`src/drop_stats_pkg.sv`:
```
// Shared constants, types and helpers of the buffer manager drop statistics block
// Functional notes
// - One dropped-packet counter each for ingress ports 0, 1 and 2.
// - Counted drops: buffer space limit, red discard, random yellow discard.
// - Reading a counter returns its 32-bit value then clears it; zero after reset.
// - Counters saturate at all ones instead of wrapping.
// - Buffer manager tables are initialised after every fabric reset.
// - Ready flag bit 0 reads 0 after reset, sets once initialisation completes.
// - Every write to the command register with byte lane 0 selected performs one table access.
// - Command bit 4 selects access: 1 reads the table, 0 writes it.
// - A read command loads the addressed entry into the read-data register.
// - Sixteen probability entries, selected by command bits 3:0.
// - Entry ranges: 8 buffers below 64, 16 below 128, 32 below 256.
// - The entry chosen by the port's buffer usage is the drop probability.
// - Entries are 10-bit yellow discard probabilities in 1/1024 units.
// - Table is not initialised at reset; software fills all entries first.
// - With counter test set, a read loads 7fff_fffc instead of zero.
package drop_stats_pkg;

	localparam int ADDR_W      = 16;
	localparam int DATA_W      = 32;
	localparam int IDX_W       = 14;
	localparam int NUM_PORTS   = 3;
	localparam int PORT_W      = 2;
	localparam int USAGE_W     = 8;
	localparam int PROB_W      = 10;
	localparam int TBL_IDX_W   = 4;
	localparam int TABLE_DEPTH = 16;
	localparam int CFG_W       = 7;
	localparam int CMD_W       = 5;
	localparam int LFSR_W      = 16;

	// Register indexes; the byte address is four times the index
	localparam logic [IDX_W-1:0] IDX_CONFIG  = 14'h1c00;
	localparam logic [IDX_W-1:0] IDX_CNT0    = 14'h1c05;
	localparam logic [IDX_W-1:0] IDX_CNT1    = 14'h1c06;
	localparam logic [IDX_W-1:0] IDX_CNT2    = 14'h1c07;
	localparam logic [IDX_W-1:0] IDX_STATUS  = 14'h1c08;
	localparam logic [IDX_W-1:0] IDX_CMD     = 14'h1c09;
	localparam logic [IDX_W-1:0] IDX_WDATA   = 14'h1c0a;
	localparam logic [IDX_W-1:0] IDX_RDATA   = 14'h1c0b;

	localparam int CFG_RED_BIT    = 0;
	localparam int CFG_YELLOW_BIT = 1;
	localparam int CFG_TEST_BIT   = 6;
	localparam int CMD_DIR_BIT    = 4;
	localparam int STATUS_RDY_BIT = 0;

	localparam logic [CFG_W-1:0]  CFG_RESET  = 7'h00;
	localparam logic [CFG_W-1:0]  CFG_MASK   = 7'h43;
	localparam logic [CMD_W-1:0]  CMD_RESET  = 5'h00;
	localparam logic [PROB_W-1:0] PROB_RESET = 10'h000;

	localparam logic [DATA_W-1:0] CNT_RESET      = 32'h00000000;
	localparam logic [DATA_W-1:0] CNT_TEST_VALUE = 32'h7ffffffc;
	localparam logic [DATA_W-1:0] CNT_MAX        = 32'hffffffff;

	localparam logic [USAGE_W-1:0]   USAGE_FINE_END = 8'h40;
	localparam logic [USAGE_W-1:0]   USAGE_MID_END  = 8'h80;
	localparam logic [TBL_IDX_W-1:0] MID_BASE       = 4'h8;
	localparam logic [TBL_IDX_W-1:0] COARSE_BASE    = 4'hc;

	localparam logic [LFSR_W-1:0] LFSR_SEED = 16'hace1;

	typedef enum logic [1:0] {
		COLOR_GREEN,
		COLOR_YELLOW,
		COLOR_RED
	} color_t;

	typedef struct packed {
		logic [PORT_W-1:0]  port;
		color_t             color;
		logic [USAGE_W-1:0] usage;
		logic               space_full;
	} pkt_req_t;

	// Buffer usage to table entry: finer steps at low usage
	function automatic logic [TBL_IDX_W-1:0] usage_to_index(input logic [USAGE_W-1:0] usage);
		if (usage < USAGE_FINE_END) begin
			usage_to_index = {1'b0, usage[5:3]};
		end else if (usage < USAGE_MID_END) begin
			usage_to_index = MID_BASE | {2'b00, usage[5:4]};
		end else begin
			usage_to_index = COARSE_BASE | {2'b00, usage[6:5]};
		end
	endfunction

endpackage

```
`src/switch_buffer_drop_stats.sv`:
```
// Buffer manager drop counters, init status and random discard table behind classic Wishbone
`timescale 1ns/100ps
module switch_buffer_drop_stats #(
	parameter int INIT_ENTRIES = 256
) (
	input  wire logic                                clk_i,
	input  wire logic                                rst_i,
	input  wire logic                                ce_i,
	input  wire logic                                wb_cyc_i,
	input  wire logic                                wb_stb_i,
	input  wire logic                                wb_we_i,
	input  wire logic [drop_stats_pkg::ADDR_W-1:0]   wb_adr_i,
	input  wire logic [3:0]                          wb_sel_i,
	input  wire logic [drop_stats_pkg::DATA_W-1:0]   wb_dat_i,
	output logic      [drop_stats_pkg::DATA_W-1:0]   wb_dat_o,
	output logic                                     wb_ack_o,
	input  wire logic                                pkt_valid_i,
	input  wire drop_stats_pkg::pkt_req_t            pkt_i,
	output logic                                     pkt_done_o,
	output logic                                     pkt_drop_o,
	output logic                                     ready_o
);

	localparam int INIT_W = $clog2(INIT_ENTRIES + 1);
	localparam logic [INIT_W-1:0] INIT_LAST = INIT_W'(INIT_ENTRIES - 1);

	typedef enum logic {
		ST_INIT,
		ST_READY
	} init_state_t;

	// One register decode shared by every strobe; byte-wide fields also need their lane
	function automatic logic reg_sel(input logic [drop_stats_pkg::IDX_W-1:0] at_idx,
		input logic [drop_stats_pkg::IDX_W-1:0] reg_idx, input logic lane);
		reg_sel = at_idx == reg_idx && lane;
	endfunction

	init_state_t                              state_q;
	logic [INIT_W-1:0]                        init_cnt_q;
	logic [drop_stats_pkg::CFG_W-1:0]         cfg_q;
	logic [drop_stats_pkg::CMD_W-1:0]         cmd_q;
	logic [drop_stats_pkg::PROB_W-1:0]        wdata_q;
	logic [drop_stats_pkg::PROB_W-1:0]        rdata_q;
	logic [drop_stats_pkg::LFSR_W-1:0]        lfsr_q;
	logic [drop_stats_pkg::DATA_W-1:0]        rd_d;
	logic [drop_stats_pkg::IDX_W-1:0]         idx;
	logic                                     req;
	logic                                     wr;
	logic                                     rd;
	logic                                     cmd_wr;
	logic                                     tbl_we;
	logic [drop_stats_pkg::PROB_W-1:0]        tbl_host_data;
	logic [drop_stats_pkg::PROB_W-1:0]        tbl_pkt_prob;
	logic [drop_stats_pkg::TBL_IDX_W-1:0]     pkt_entry;
	logic                                     drop_now;
	logic                                     lfsr_fb;
	logic [drop_stats_pkg::NUM_PORTS-1:0]     inc;
	logic [drop_stats_pkg::NUM_PORTS-1:0]     clr;
	logic [drop_stats_pkg::DATA_W-1:0]        count [drop_stats_pkg::NUM_PORTS];
	logic                                     cfg_wr;
	logic                                     wdata_wr;
	logic                                     tbl_re;
	logic                                     space_drop;
	logic                                     red_drop;
	logic                                     yellow_drop;

	// Bus decode: one new request per cycle in which ack is not already high
	assign req    = wb_cyc_i && wb_stb_i && !wb_ack_o;
	assign wr     = req && wb_we_i;
	assign rd     = req && !wb_we_i;
	assign idx    = wb_adr_i[drop_stats_pkg::ADDR_W-1:2];
	assign cmd_wr   = wr && reg_sel(idx, drop_stats_pkg::IDX_CMD, wb_sel_i[0]);
	assign cfg_wr   = wr && reg_sel(idx, drop_stats_pkg::IDX_CONFIG, wb_sel_i[0]);
	assign wdata_wr = wr && reg_sel(idx, drop_stats_pkg::IDX_WDATA, 1'b1);
	assign tbl_re   = cmd_wr && wb_dat_i[drop_stats_pkg::CMD_DIR_BIT];

	// Initialisation walk over the buffer manager tables after each reset
	always_ff @(posedge clk_i) begin
		if (rst_i) begin
			init_cnt_q <= '0;
		end else if (ce_i && state_q == ST_INIT && init_cnt_q != INIT_LAST) begin
			init_cnt_q <= init_cnt_q + 1'b1;
		end
	end

	always_ff @(posedge clk_i) begin
		if (rst_i) begin
			state_q <= ST_INIT;
		end else if (ce_i) begin
			unique case (state_q)
				ST_INIT: begin
					if (init_cnt_q == INIT_LAST) begin
						state_q <= ST_READY;
					end
				end
				ST_READY: begin
					state_q <= ST_READY;
				end
			endcase
		end
	end

	always_ff @(posedge clk_i) begin
		if (rst_i) begin
			ready_o <= 1'b0;
		end else if (ce_i) begin
			ready_o <= state_q == ST_READY;
		end
	end

	// Configuration: drop on red, drop on yellow, counter test
	always_ff @(posedge clk_i) begin
		if (rst_i) begin
			cfg_q <= drop_stats_pkg::CFG_RESET;
		end else if (ce_i && cfg_wr) begin
			cfg_q <= wb_dat_i[drop_stats_pkg::CFG_W-1:0] & drop_stats_pkg::CFG_MASK;
		end
	end

	// Write data holding register, filled by byte lanes
	always_ff @(posedge clk_i) begin
		if (rst_i) begin
			wdata_q <= drop_stats_pkg::PROB_RESET;
		end else if (ce_i && wdata_wr) begin
			if (wb_sel_i[0]) begin
				wdata_q[7:0] <= wb_dat_i[7:0];
			end
			if (wb_sel_i[1]) begin
				wdata_q[9:8] <= wb_dat_i[9:8];
			end
		end
	end

	always_ff @(posedge clk_i) begin
		if (rst_i) begin
			cmd_q <= drop_stats_pkg::CMD_RESET;
		end else if (ce_i && cmd_wr) begin
			cmd_q <= wb_dat_i[drop_stats_pkg::CMD_W-1:0];
		end
	end

	// Table access: a write command stores the held write data at the entry
	assign tbl_we = cmd_wr && !wb_dat_i[drop_stats_pkg::CMD_DIR_BIT];

	discard_table #(
		.DEPTH (drop_stats_pkg::TABLE_DEPTH),
		.WIDTH (drop_stats_pkg::PROB_W),
		.AW    (drop_stats_pkg::TBL_IDX_W)
	) u_table (
		.clk_i     (clk_i),
		.ce_i      (ce_i),
		.we_i      (tbl_we),
		.waddr_i   (wb_dat_i[drop_stats_pkg::TBL_IDX_W-1:0]),
		.wdata_i   (wdata_q),
		.raddr_a_i (wb_dat_i[drop_stats_pkg::TBL_IDX_W-1:0]),
		.rdata_a_o (tbl_host_data),
		.raddr_b_i (pkt_entry),
		.rdata_b_o (tbl_pkt_prob)
	);

	// A read command captures the entry so the data register can be read later
	always_ff @(posedge clk_i) begin
		if (rst_i) begin
			rdata_q <= drop_stats_pkg::PROB_RESET;
		end else if (ce_i && tbl_re) begin
			rdata_q <= tbl_host_data;
		end
	end

	// Free-running pseudo-random source for yellow discards
	assign lfsr_fb = lfsr_q[15] ^ lfsr_q[13] ^ lfsr_q[12] ^ lfsr_q[10];

	always_ff @(posedge clk_i) begin
		if (rst_i) begin
			lfsr_q <= drop_stats_pkg::LFSR_SEED;
		end else if (ce_i) begin
			lfsr_q <= {lfsr_q[drop_stats_pkg::LFSR_W-2:0], lfsr_fb};
		end
	end

	// Drop decision; space limit always drops, colours only when enabled
	assign pkt_entry = drop_stats_pkg::usage_to_index(pkt_i.usage);

	assign space_drop  = pkt_i.space_full;
	assign red_drop    = pkt_i.color == drop_stats_pkg::COLOR_RED && cfg_q[drop_stats_pkg::CFG_RED_BIT];
	// Uniform 10-bit draw below the entry gives entry/1024 probability
	assign yellow_drop = pkt_i.color == drop_stats_pkg::COLOR_YELLOW && cfg_q[drop_stats_pkg::CFG_YELLOW_BIT]
		&& lfsr_q[drop_stats_pkg::PROB_W-1:0] < tbl_pkt_prob;

	always_comb begin
		drop_now = 1'b0;
		if (space_drop || red_drop || yellow_drop) begin
			drop_now = 1'b1;
		end
	end

	always_ff @(posedge clk_i) begin
		if (rst_i) begin
			pkt_done_o <= 1'b0;
		end else if (ce_i) begin
			pkt_done_o <= pkt_valid_i;
		end
	end

	always_ff @(posedge clk_i) begin
		if (rst_i) begin
			pkt_drop_o <= 1'b0;
		end else if (ce_i) begin
			pkt_drop_o <= pkt_valid_i && drop_now;
		end
	end

	// Per-port counters; an illegal port number counts nowhere
	for (genvar p = 0; p < drop_stats_pkg::NUM_PORTS; p++) begin : g_port
		assign inc[p] = pkt_valid_i && drop_now && pkt_i.port == drop_stats_pkg::PORT_W'(p);
		assign clr[p] = rd && reg_sel(idx, drop_stats_pkg::IDX_CNT0 + drop_stats_pkg::IDX_W'(p), 1'b1);

		drop_counter #(
			.WIDTH (drop_stats_pkg::DATA_W)
		) u_cnt (
			.clk_i   (clk_i),
			.rst_i   (rst_i),
			.ce_i    (ce_i),
			.inc_i   (inc[p]),
			.clr_i   (clr[p]),
			.test_i  (cfg_q[drop_stats_pkg::CFG_TEST_BIT]),
			.count_o (count[p])
		);
	end

	// Read mux; unmapped and reserved bits answer zero
	always_comb begin
		rd_d = '0;
		unique case (idx)
			drop_stats_pkg::IDX_CONFIG: begin
				rd_d[drop_stats_pkg::CFG_W-1:0] = cfg_q;
			end
			drop_stats_pkg::IDX_CNT0: begin
				rd_d = count[0];
			end
			drop_stats_pkg::IDX_CNT1: begin
				rd_d = count[1];
			end
			drop_stats_pkg::IDX_CNT2: begin
				rd_d = count[2];
			end
			drop_stats_pkg::IDX_STATUS: begin
				rd_d[drop_stats_pkg::STATUS_RDY_BIT] = ready_o;
			end
			drop_stats_pkg::IDX_CMD: begin
				rd_d[drop_stats_pkg::CMD_W-1:0] = cmd_q;
			end
			drop_stats_pkg::IDX_WDATA: begin
				rd_d[drop_stats_pkg::PROB_W-1:0] = wdata_q;
			end
			drop_stats_pkg::IDX_RDATA: begin
				rd_d[drop_stats_pkg::PROB_W-1:0] = rdata_q;
			end
			default: begin
				rd_d = '0;
			end
		endcase
	end

	// Ack one cycle after the request, dropped in the following cycle
	always_ff @(posedge clk_i) begin
		if (rst_i) begin
			wb_ack_o <= 1'b0;
		end else if (ce_i) begin
			wb_ack_o <= req;
		end
	end

	// Read data is held after the ack so the master may take it at its own pace
	always_ff @(posedge clk_i) begin
		if (rst_i) begin
			wb_dat_o <= '0;
		end else if (ce_i && rd) begin
			wb_dat_o <= rd_d;
		end
	end

endmodule

```
`src/drop_counter.sv`:
```
// Saturating clear-on-read packet drop counter
`timescale 1ns/100ps
module drop_counter #(
	parameter int WIDTH = drop_stats_pkg::DATA_W
) (
	input  wire logic             clk_i,
	input  wire logic             rst_i,
	input  wire logic             ce_i,
	input  wire logic             inc_i,
	input  wire logic             clr_i,
	input  wire logic             test_i,
	output logic      [WIDTH-1:0] count_o
);

	logic [WIDTH-1:0] base;
	logic [WIDTH-1:0] all_ones;

	assign all_ones = '1;
	assign base = test_i ? WIDTH'(drop_stats_pkg::CNT_TEST_VALUE) : WIDTH'(drop_stats_pkg::CNT_RESET);

	// A drop in the same cycle as the clearing read is kept, not lost
	always_ff @(posedge clk_i) begin
		if (rst_i) begin
			count_o <= WIDTH'(drop_stats_pkg::CNT_RESET);
		end else if (ce_i) begin
			if (clr_i) begin
				count_o <= base + WIDTH'(inc_i);
			end else if (inc_i && count_o != all_ones) begin
				count_o <= count_o + 1'b1;
			end
		end
	end

endmodule

```
`src/discard_table.sv`:
```
// Sixteen-entry random discard probability table, one write and two read ports
`timescale 1ns/100ps
module discard_table #(
	parameter int DEPTH  = drop_stats_pkg::TABLE_DEPTH,
	parameter int WIDTH  = drop_stats_pkg::PROB_W,
	parameter int AW     = drop_stats_pkg::TBL_IDX_W
) (
	input  wire logic             clk_i,
	input  wire logic             ce_i,
	input  wire logic             we_i,
	input  wire logic [AW-1:0]    waddr_i,
	input  wire logic [WIDTH-1:0] wdata_i,
	input  wire logic [AW-1:0]    raddr_a_i,
	output logic      [WIDTH-1:0] rdata_a_o,
	input  wire logic [AW-1:0]    raddr_b_i,
	output logic      [WIDTH-1:0] rdata_b_o
);

	// No reset: contents are undefined until software fills every entry
	logic [WIDTH-1:0] mem [DEPTH];

	always_ff @(posedge clk_i) begin
		if (ce_i && we_i) begin
			mem[waddr_i] <= wdata_i;
		end
	end

	assign rdata_a_o = mem[raddr_a_i];
	assign rdata_b_o = mem[raddr_b_i];

endmodule

```
`config.mk`:
```
export PLATFORM = sky130hd
export DESIGN_NAME = switch_buffer_drop_stats
export DESIGN_NICKNAME = d
export VERILOG_FILES = /design/src/drop_stats_pkg.sv /design/src/switch_buffer_drop_stats.sv /design/src/drop_counter.sv /design/src/discard_table.sv
export SDC_FILE = /design/constraint.sdc
export NUM_CORES = 1
export LEC_CHECK = 0
export ABC_AREA = 1
export BUFFER_PORTS_ARGS = -buffer_cell sky130_fd_sc_hd__buf_2
export CORE_MARGIN = 2
export CORE_UTILIZATION = 30
export DETAILED_ROUTE_END_ITERATION = 10
export GPL_TIMING_DRIVEN = 0
export SLEW_MARGIN = 40
export SYNTH_ARGS = -nofsm -noshare
export SYNTH_HDL_FRONTEND = slang
export SYNTH_SLANG_ARGS = --single-unit
export TNS_END_PERCENT = 1
```
`constraint.sdc`:
```
create_clock -name clk_i -period 5.3 [get_ports clk_i]
set_input_delay 0.265 -clock clk_i [delete_from_list [all_inputs] [get_ports clk_i]]
set_output_delay 0.265 -clock clk_i [all_outputs]
set_load 0.02 [all_outputs]
```
==> flow_metrics.tcl, run 1 <==
set metrics [dict create \
    outcome "finished, final reports clean" \
    clkTransAtPathRegs_ns 0.06 \
    clockRootBuffer "clkbuf_16" \
    yosysSeqAreaShare 0.4549 \
    synth_edf_count 160 \
    tns_ns 0 \
    finalHoldViolCount 0 \
    htreeDepth 2 \
    critPathRequiredTime_ns 5.76 \
    rsz0062_at_grt "false" \
    drt-initial-drc-count 2038 \
    worstSetupPathType "in -> reg" \
    nets 2632 \
    place_inst 3340 \
    cp_max_fo 10 \
    min_period_ns 4.519 \
    power.density_nw_per_um2 287.9 \
    grt_pass1_vias 16530 \
    route.met2.wl_um 28250 \
    routabilityCongestion 0.9554 \
    synthTopCellsByCount "468 x nand2_1, 262 x nor2_1, 233 x inv_1" \
    place_ws_ns 0.3846 \
    insertion_delay_ns 0.60 \
    coreArea_um2 61710 \
    yosysWarnings 0 \
    io_pins 108 \
    grt_antenna_before_repair 0 \
    drive_above_1_share 0.08699 \
    num_rows 91 \
    cts_tree "yes" \
    drc_errors 0 \
    cts.path.max_buffers 3 \
    n_antenna_cell 0 \
    dp_hpwl_um 49860 \
    drv_slew 0 \
    initial_utilization 0.3038 \
    hold_buffers 2 \
    setup_viol 0 \
    stdcell_count 3412 \
    drt_wl_total_um 67660 \
    ys_types 52 \
    end_kind "flop" \
    synth-main-ff-cell "dfxtp_1" \
    maxCapViolCount 0 \
    met1Wirelength_um 30370 \
    setup_slack_ns 0.7812 \
    yosysMostFrequentCell "nand2_1" \
    die_x_um 254.0 \
    grt_first_pass_wirelength_um 101600 \
    grt_usage 0.2083 \
    via_per_inst 5.241 \
    cp_data_arrival_time_ns 4.98 \
    firstDrtPassIters 6 \
    synth_area_leaders "edfxtp_1 26%, dfxtp_1 20%, nand2_1 9.4%, nand3_1 5.8%, nor2_1 5.2%" \
    yosysTopAreaCellShare 0.2563 \
    vias 17880 \
    min_path_type "in -> reg" \
    finalCritPeriodShare 0.8526 \
    portBuffers 75 \
    skew_ns 0.03685 \
    fmax_mhz 221.3 \
    synthCells 2423 \
    top_layer "met4" \
    die_h_um 254.0 \
    wl_met3_um 7165 \
    wl_per_cell_um 19.83 \
    cts_resized 0 \
    synth_top_cell_by_area "edfxtp_1" \
    async_flop_share 0 \
    area_growth_pct 15.14 \
    ir_worst_vdd_uv 214.5 \
    cp-start-kind "primary input" \
    ys_ff_latch 346 \
    p_leak_nw 8.087 \
    max_slew_margin 0.3493 \
    post_cts_buffers 0 \
    syn_area_um2 18750 \
    syn_nets 2509 \
    clock_sinks 346 \
    ant_nets 0 \
    synth_area_per_cell_um2 7.738 \
    cts_buffers 39 \
    tightest_slew_ns 0.9760 \
    grt_max_degree 19 \
    grt_overflow_total 0 \
    dieArea_um2 64510 \
]
[cell usage in the layout (no fill, tap or decap), types with 10 or more instances in the layout]
master	count
nand4_1	27
nor3_1	44
dfxtp_1	180
nor3_2	10
inv_1	233
o22ai_1	11
nor4_1	18
xor2_1	65
edfxtp_1	160
o221ai_1	11
clkbuf_16	39
a22oi_1	40
a31oi_1	11
nor2_2	20
nand3_1	216
nand2_1	468
buf_1	26
buf_2	93
a21oi_1	193
o211ai_1	76
nor2_1	248
clkbuf_1	100
nand3b_1	30
ha_1	14
o21ai_0	106
a211oi_1	27
[per-layer routing]
| metal | vias to the layer above | global-route usage |
|---|---|---|
| met5 | - | 0 |
| met4 | 0 | 0.06336 |
| met3 | 114 | 0.04394 |
| met2 | 883 | 0.3048 |
| met1 | 8343 | 0.3045 |
| li1 | 8542 | - |
[path summary, 6_finish.rpt]
path,from,to,slack (ns),depth (start not counted)
worst max-delay path,pkt_i[7],g_port[2].u_cnt.count_o[10]$_SDFFE_PP0P_,0.78,26
worst min-delay path,wb_dat_i[9],wdata_q[9]$_SDFFE_PP0P_,0.02,3
worst max register to register,u_table.mem[5][5]$_DFFE_PP_,g_port[2].u_cnt.count_o[10]$_SDFFE_PP0P_,1.86,21
worst min register to register,lfsr_q[11]$_SDFFE_PP1P_,lfsr_q[11]$_SDFFE_PP1P_,0.46,2
[cells by family (layout without fill, tap and decap cells)]
kind of cell               count (synthesis)  after routing  share of synthesized area
and+or+nand+nor                         1103           1103                     0.2592
muxes                                      4              4                   0.002136
adders and majority gates                 14             14                   0.009343
buffers and inverters                    385            537                    0.08029
AOI/OAI and AO/OA                        499            499                     0.1605
xor gates and xnor gates                  72             72                    0.03364
DFF                                      346            346                     0.4549
[area by class of cell]
class                   instances  area, um2
fillers                      6566      40130
multi-input cells            1692       8777
flip-flops and latches        346       8536
clock buffers                  54       1080
well taps                     837       1047
inverters                     246      923.4
plain buffers                 139      581.8
repair buffers                 82      425.4
clock inverters                16      215.2
[flip-flops by register name, summed over array words and instances (netlist names)]
signal	cells
u_table.mem	160
g_port.u_cnt.count_o	96
wb_dat_o	32
lfsr_q	16
rdata_q	10
wdata_q	10
init_cnt_q	9
cmd_q	5
cfg_q	3
pkt_done_o	1
pkt_drop_o	1
ready_o	1
state_q	1
wb_ack_o	1
[critical path: stages]
cell	delay (ns)
buf_2	0.15
nor2_4	0.19
nand2_2	0.17
nand3_2	0.17
buf_6	0.16
clkbuf_1	0.28
clkbuf_1	0.77
o211ai_1	0.16
nand3_1	0.21
nand3_1	0.16
nand2_1	0.15
inv_1	0.06
ha_1	0.28
nand2_1	0.08
nor2_1	0.05
nand2_1	0.07
a31oi_1	0.04
a2111oi_0	0.31
nand2_1	0.15
nand2_2	0.20
nand4_1	0.13
nand2_2	0.21
buf_2	0.27
nand3_1	0.10
nand2_1	0.10
nor2_1	0.05
[power by group]
| group | switching, mW | total [mW] | internal [mW] |
|---|---|---|---|
| registers | 0.0306 | 2.83 | 2.80 |
| logic | 0.424 | 0.590 | 0.166 |
| clock network | 1.16 | 2.80 | 1.64 |
[metrics by stage]
step                      power, mW    util  area [um2]  hold WS (ns)
after floorplan               3.231       -       18750        0.3927
after global placement        3.452  0.3269       20170        0.4511
after detailed placement      3.454  0.3283       20260        0.4526
after CTS                     6.233  0.3496       21570      0.004442
after global routing          6.401  0.3498       21590       0.02246
final                         6.215  0.3498       21590       0.01511
No activity file was read; power rests on OpenSTA's default activity.
==> run 2: changes to the inputs <==
Settings changed: ABC_AREA 1 to default.
==> run 2 against run 1 <==
Compared with the run above:
- count of clock-buffer cells in the layout rose by 2
- critical endpoint is now g_port[0].u_cnt.count_o[24]$_SDFFE_PP0P_
- cell area fell by 2.5%
- final cell count fell by 22%
- largest cell class unchanged
==> flow_metrics.tcl, run 2 <==
set metrics [dict create \
    min_period_ns 4.985 \
    setup_viol 0 \
    power.density_nw_per_um2 291.2 \
    insertion_delay_ns 0.61 \
    synth_top_cell_by_area "edfxtp_1" \
    synthCells 1742 \
    synth-compound-area-share 0.1573 \
    final_common_cell "dfxtp_1" \
    grt_antenna_before_repair 0 \
    top_register "u_table.mem" \
    tns_ns 0 \
    yosysSeqAreaShare 0.4710 \
    largestRegisters "u_table.mem x160, g_port.u_cnt.count_o x96, wb_dat_o x32" \
    clockRootBuffer "clkbuf_16" \
    yosysTopAreaCellShare 0.2653 \
    post_cts_buffers 0 \
    drc_errors 0 \
    area_growth_pct 16.27 \
    cp_data_arrival_time_ns 5.46 \
    cts.path.max_buffers 3 \
    rsz0062_at_grt "false" \
    stdcell_count 2678 \
    coreArea_um2 60020 \
    async_flop_share 0 \
    whs_ns 0.05034 \
    synth.area.mux_share 0.1572 \
    rr_startpoint "u_table.mem[14][7]$_DFFE_PP_" \
    fmax_mhz 200.6 \
    min_path_type "in -> reg" \
    max_slew_margin 0.3852 \
    grt_usage 0.2021 \
    drt_wl_total_um 64760 \
    via_per_inst 5.836 \
    r2r_slack_ns 1.14 \
    firstDrtPassIters 6 \
    wl_per_cell_um 24.18 \
    rr_endpoint "g_port[0].u_cnt.count_o[24]$_SDFFE_PP0P_" \
    syn_nets 1828 \
    final_cell_mix "184 x dfxtp_1, 163 x nor2_1, 162 x nand2_1" \
    drt-initial-drc-count 1874 \
    synth_fa_ha_area_frac 0.009674 \
    routabilityCongestion 0.9570 \
    ys_ff_latch 346 \
    cp_max_fo 10 \
    cts_buffers 41 \
    io_pins 108 \
    grt_first_pass_wirelength_um 95530 \
    fillerInstances 5898 \
    synthTopCellsByCount "186 x dfxtp_1, 175 x nor2_1, 162 x nand2_1" \
    grt_max_degree 19 \
    ys_types 94 \
    end_kind "flop" \
    portBuffers 67 \
    num_rows 90 \
    ant_nets 0 \
    drive_above_1_share 0.2042 \
    maxCapViolCount 0 \
    clock_sinks 346 \
    tightest_slew_ns 0.9222 \
    cts_tree "yes" \
    synth_area_leaders "edfxtp_1 27%, dfxtp_1 21%, mux4_2 11%, nor2_1 3.6%, a21oi_1 3.5%" \
    die_h_um 249.7 \
    finalCritPeriodShare 0.9406 \
    hold_depth 3 \
    yosysMostFrequentCell "dfxtp_1" \
    initial_utilization 0.3017 \
    crit_path_end "g_port[0].u_cnt.count_o[24]$_SDFFE_PP0P_" \
    yosysWarnings 0 \
    synth_edf_count 160 \
    cp-start-kind "primary input" \
    critPathRequiredTime_ns 5.77 \
    synth_area_per_cell_um2 10.39 \
    ir_worst_vdd_uv 181.0 \
    place_ws_ns -0.3127 \
    yosys.area_share.simple 0.1633 \
    grt_pass1_vias 14880 \
    grt_overflow_total 0 \
    synth-xor-area-share 0.004353 \
    synth_top_family_by_area "simple AND/OR/NAND/NOR gates" \
    vias 15630 \
    die_x_um 249.7 \
    reg2reg_depth 13 \
    synth-main-ff-cell "dfxtp_1" \
    p_leak_nw 6.249 \
    htreeDepth 2 \
    worstSetupPathType "in -> reg" \
    skew_ns 0.03621 \
    finalHoldViolCount 0 \
    drv_slew 0 \
    clkTransAtPathRegs_ns 0.06 \
    syn_area_um2 18110 \
    largest_reg_flops 160 \
    place_inst 2596 \
    outcome "finished, final reports clean" \
    dieArea_um2 62340 \
    crit_start "pkt_i[7]" \
    nets 1949 \
    setup_slack_ns 0.3146 \
    dp_hpwl_um 47220 \
]
## run 2: cell count changes after synthesis, sizes merged, moves of 38 or more
cell and change:
nand3 -146, nand2 -314, inv -217, o211ai -53
mux4 +87, mux2 +40, nor2 -91, xor2 -59
mux2i +38, a21oi -65
## run 2: where the power goes
| group | leakage [nW] | internal, mW | switching (mW) |
|---|---|---|---|
| sequential | 2.61 | 2.78 | 0.0132 |
| combinational | 2.92 | 0.109 | 0.234 |
| clock | 0.721 | 1.75 | 1.24 |
| total | 6.25 | 4.64 | 1.49 |
## run 2: worst min-delay path by stage
stage	to	startpoint
final	wdata_q[4]$_SDFFE_PP0P_	wb_dat_i[4]
after global routing	g_port[1].u_cnt.count_o[0]$_SDFFE_PP0P_	pkt_i[11]
after CTS	g_port[1].u_cnt.count_o[0]$_SDFFE_PP0P_	pkt_i[11]
after detailed placement	rdata_q[9]$_SDFFE_PP0P_	rdata_q[9]$_SDFFE_PP0P_
after global placement	cmd_q[4]$_SDFFE_PP0P_	cmd_q[4]$_SDFFE_PP0P_
after floorplan	wdata_q[8]$_SDFFE_PP0P_	wb_dat_i[8]
## run 2: worst max-delay path, cell delays in order
cell,delay (ns)
buf_2,0.11
clkbuf_1,0.44
o21ai_0,0.21
o21ai_2,0.33
buf_4,0.40
mux4_2,0.57
mux2_2,0.27
o21ai_0,0.34
ha_1,0.33
a21oi_1,0.14
o211ai_1,0.16
nand4b_4,0.22
nor4_4,0.37
a31oi_4,0.22
buf_6,0.22
o31ai_4,0.37
nand2_1,0.18
o221a_2,0.31
## run 2: timing repair
action                     in CTS  in global routing
resized for setup               0                  1
hold buffers                    6                  0
hold endpoints to repair        6                  0
setup endpoints to repair       0                  1
## run 2: layout make-up
type                            count  area (um2)  share of cell area
Multi-Input combinational cell   1242        8987              0.4269
Sequential cell                   346        8531              0.4052
Buffer                            129       586.8             0.02787
Clock inverter                     19       251.5             0.01195
Clock buffer                       56        1197             0.05687
Antenna cell                        1       2.502           0.0001189
Tap cell                          782       978.4             0.04647
Inverter                           25       93.84            0.004457
Timing Repair Buffer               78       425.4             0.02021
## run 2: logic make-up after synthesis
kind of cell	Yosys count
AND/OR/NAND/NOR	606
AO/OA/AOI/OAI	444
flip-flops	346
multiplexers	169
buffers and inverters	154
adder cells (fa/ha/maj)	14
XOR/XNOR	9
## run 2: metal layers
| metal | track usage | wire length, um |
|---|---|---|
| met1 | 0.2647 | 26170 |
| met2 | 0.3144 | 29060 |
| met3 | 0.04641 | 6380 |
| met4 | 0.09880 | 3147 |
| met5 | 0 | 0 |
## run 2: metrics by stage
stage | util | instance area (um2) | power (mW)
floorplan | - | 18110 | 3.060
global placement | 0.3236 | 19420 | 3.181
detailed placement | 0.3252 | 19520 | 3.187
CTS | 0.3504 | 21030 | 6.154
global route | 0.3507 | 21050 | 6.303
finish | 0.3508 | 21050 | 6.132
==> run 3: changes to the inputs <==
Settings changed: GPL_TIMING_DRIVEN 0 to default, RECOVER_POWER from default to 50.
==> run 3 against run 2 <==
Compared with the run above:
- the run now ends with max-capacitance violations, max-slew violations left
- die area did not move
- via count shrank 4.3%
- power rose by 0.80%
- count of clock-buffer cells in the layout is 12 lower
- clock power is 2% higher
- sequential share of layout area barely moved
- sequential power is essentially flat
- maximum frequency rose by 13%
- wire length fell by 13%
- worst hold slack better by 0.0077 ns
- global-route usage down 2.4 points
- setup slack gained 0.59 ns
- critical path type unchanged
- critical endpoint is now g_port[2].u_cnt.count_o[10]$_SDFFE_PP0P_
- largest power group unchanged
==> flow_metrics.tcl, run 3 (synthesis gave the netlist of run 2 again) <==
set metrics [dict create \
    largestRegisters "u_table.mem x160, g_port.u_cnt.count_o x96, wb_dat_o x32" \
    max_stage_delay_ns 0.39 \
    tns_ns 0 \
    worstSetupPathType "in -> reg" \
    cts_buffers 40 \
    holdPathEnd "wdata_q[4]$_SDFFE_PP0P_" \
    ir_worst_vdd_uv 205.8 \
    wl_met3_um 4467 \
    fmax_mhz 227.6 \
    cp_data_arrival_time_ns 4.87 \
    vias 14960 \
    reg2reg_depth 12 \
    setup_slack_ns 0.9060 \
    p_sw_mw 1.421 \
    drt_wl_total_um 56640 \
    via_per_inst 5.691 \
    end_kind "flop" \
    fillerInstances 5923 \
    maxCapViolCount 3 \
    multi_input_area_um2 8934 \
    cp_top_family "compound AO/OA/AOI/OAI gates" \
    setup_viol 0 \
    whs_ns 0.05807 \
    drv_slew 124 \
    hold_depth 3 \
    route.met2.wl_um 25820 \
    final_cell_mix "186 x dfxtp_1, 171 x nor2_1, 162 x nand2_1" \
    dp_hpwl_um 39360 \
    nets 1902 \
    top_register "u_table.mem" \
    crit_cells 18 \
    ant_nets 0 \
    clockRootBuffer "clkbuf_16" \
    rsz0062_at_grt "false" \
    seqCellArea_um2 8528 \
    drc_errors 0 \
    cp_max_fo 21 \
    die_h_um 249.7 \
    drive_above_1_share 0.1972 \
    min_path_type "in -> reg" \
    grt_first_pass_wirelength_um 87170 \
    critPathRequiredTime_ns 5.78 \
    min_period_ns 4.394 \
    grt_max_degree 61 \
    grt_overflow_total 0 \
    final_common_cell "dfxtp_1" \
    routabilityCongestion 0.9283 \
    rr_startpoint "u_table.mem[4][9]$_DFFE_PP_" \
    post_dp_cell_area_um2 19560 \
    hp-start "wb_dat_i[4]" \
    place_ws_ns 0.2192 \
    finalCritPeriodShare 0.8291 \
    io_pins 108 \
    wl_per_cell_um 21.55 \
    power_frac_clock 0.494 \
    p_seq_frac 0.452 \
    crit_buf_inv 5 \
    r2r_slack_ns 1.20 \
    cts_resized 0 \
    outcome "finished, violations left" \
    max_slew_margin -0.6138 \
    p_leak_nw 6.185 \
    comb_power_share 0.054 \
    final_area_um2 21030 \
    crit_chain "buf_2, buf_4, mux2_4, mux2i_4, buf_12, buf_12, mux4_2, mux2_2, o21ai_0, buf_4, ha_1, nand4_1, a31oi_1, nor4_4, a31oi_4, o22ai_2, nand2_1, o21ai_0" \
    initial_utilization 0.3017 \
    grt_antenna_before_repair 1 \
    htreeDepth 2 \
    cts.path.max_buffers 3 \
    area_growth_pct 16.16 \
    coreArea_um2 60020 \
    post_cts_buffers 0 \
    skew_ns 0.05222 \
    clock_sinks 346 \
    dieArea_um2 62340 \
    grt_pass1_vias 14650 \
    n_antenna_cell 0 \
    firstDrtPassIters 6 \
    tightest_slew_ns 2.421 \
    rr_endpoint "g_port[2].u_cnt.count_o[10]$_SDFFE_PP0P_" \
    insertion_delay_ns 0.60 \
    swShare 0.2299 \
    portBuffers 78 \
    grt_usage 0.1782 \
    met1Wirelength_um 24490 \
    finalHoldViolCount 0 \
    intPower_mw 4.760 \
    largest_reg_flops 160 \
    drt-initial-drc-count 1434 \
    die_x_um 249.7 \
    power.density_nw_per_um2 293.8 \
    top_layer "met5" \
    violations "max-capacitance violations, max-slew violations" \
    worst_path_max_delay_cell "o22ai_2" \
    cts_tree "yes" \
    num_rows 90 \
    clkTransAtPathRegs_ns 0.06 \
    cp-start-kind "primary input" \
]
run 3: worst max path at each step:
stage	to	slack (ns)	startpoint
CTS	g_port[2].u_cnt.count_o[20]$_SDFFE_PP0P_	0.80	pkt_i[8]
floorplan	g_port[0].u_cnt.count_o[26]$_SDFFE_PP0P_	1.05	pkt_i[8]
global route	g_port[2].u_cnt.count_o[10]$_SDFFE_PP0P_	0.57	pkt_i[7]
detailed placement	g_port[2].u_cnt.count_o[20]$_SDFFE_PP0P_	0.22	pkt_i[8]
global placement	g_port[2].u_cnt.count_o[20]$_SDFFE_PP0P_	0.24	pkt_i[8]
finish	g_port[2].u_cnt.count_o[10]$_SDFFE_PP0P_	0.91	pkt_i[7]
run 3: timing repair:
item                                    in CTS  in global routing
endpoints found under the hold margin        7                  0
hold buffers                                 6                  0
endpoints found under the setup margin       0                  0
run 3: worst reg2reg max path: stages, from the launching register on:
cell and delay, ns:
edfxtp_1 0.40, mux4_2 0.47, mux2_2 0.29, o21ai_1 0.31
ha_1 0.34, nand2_1 0.07, o211ai_1 0.15, nand4b_4 0.22
nor4_4 0.36, a31oi_4 0.27, o22ai_2 0.41, nand2_1 0.34
o21ai_0 0.37
run 3: routing by layer:
| layer | vias to the layer above | GRT usage |
|---|---|---|
| met4 | 2 | 0.06540 |
| li1 | 6798 | - |
| met3 | 115 | 0.03171 |
| met5 | - | 0 |
| met2 | 655 | 0.2857 |
| met1 | 7385 | 0.2408 |
run 3: power by group through the flow:
stage | sequential [mW] | clock, mW | combinational, mW
floorplan | 2.85 | 0 | 0.209
global placement | 2.85 | 0 | 0.318
detailed placement | 2.85 | 0 | 0.325
CTS | 2.79 | 3.12 | 0.330
global route | 2.80 | 3.21 | 0.354
finish | 2.80 | 3.05 | 0.332
run 3: per-stage QoR:
stage	util	std cells	power, mW
2_1_floorplan	-	1742	3.060
3_5_place_dp	0.3259	2549	3.178
6_report	0.3504	2628	6.181
3_3_place_gp	0.3256	2549	3.170
4_1_cts	0.3511	2627	6.243
5_1_grt	0.3504	2628	6.363
run 3: area by class of cell:
type,instances,share of cell area
repair buffers,161,0.04967
well taps,782,0.04652
inverters,25,0.004521
flip-flops and latches,346,0.4054
multi-input cells,1242,0.4247
clock inverters,28,0.02034
clock buffers,44,0.04878
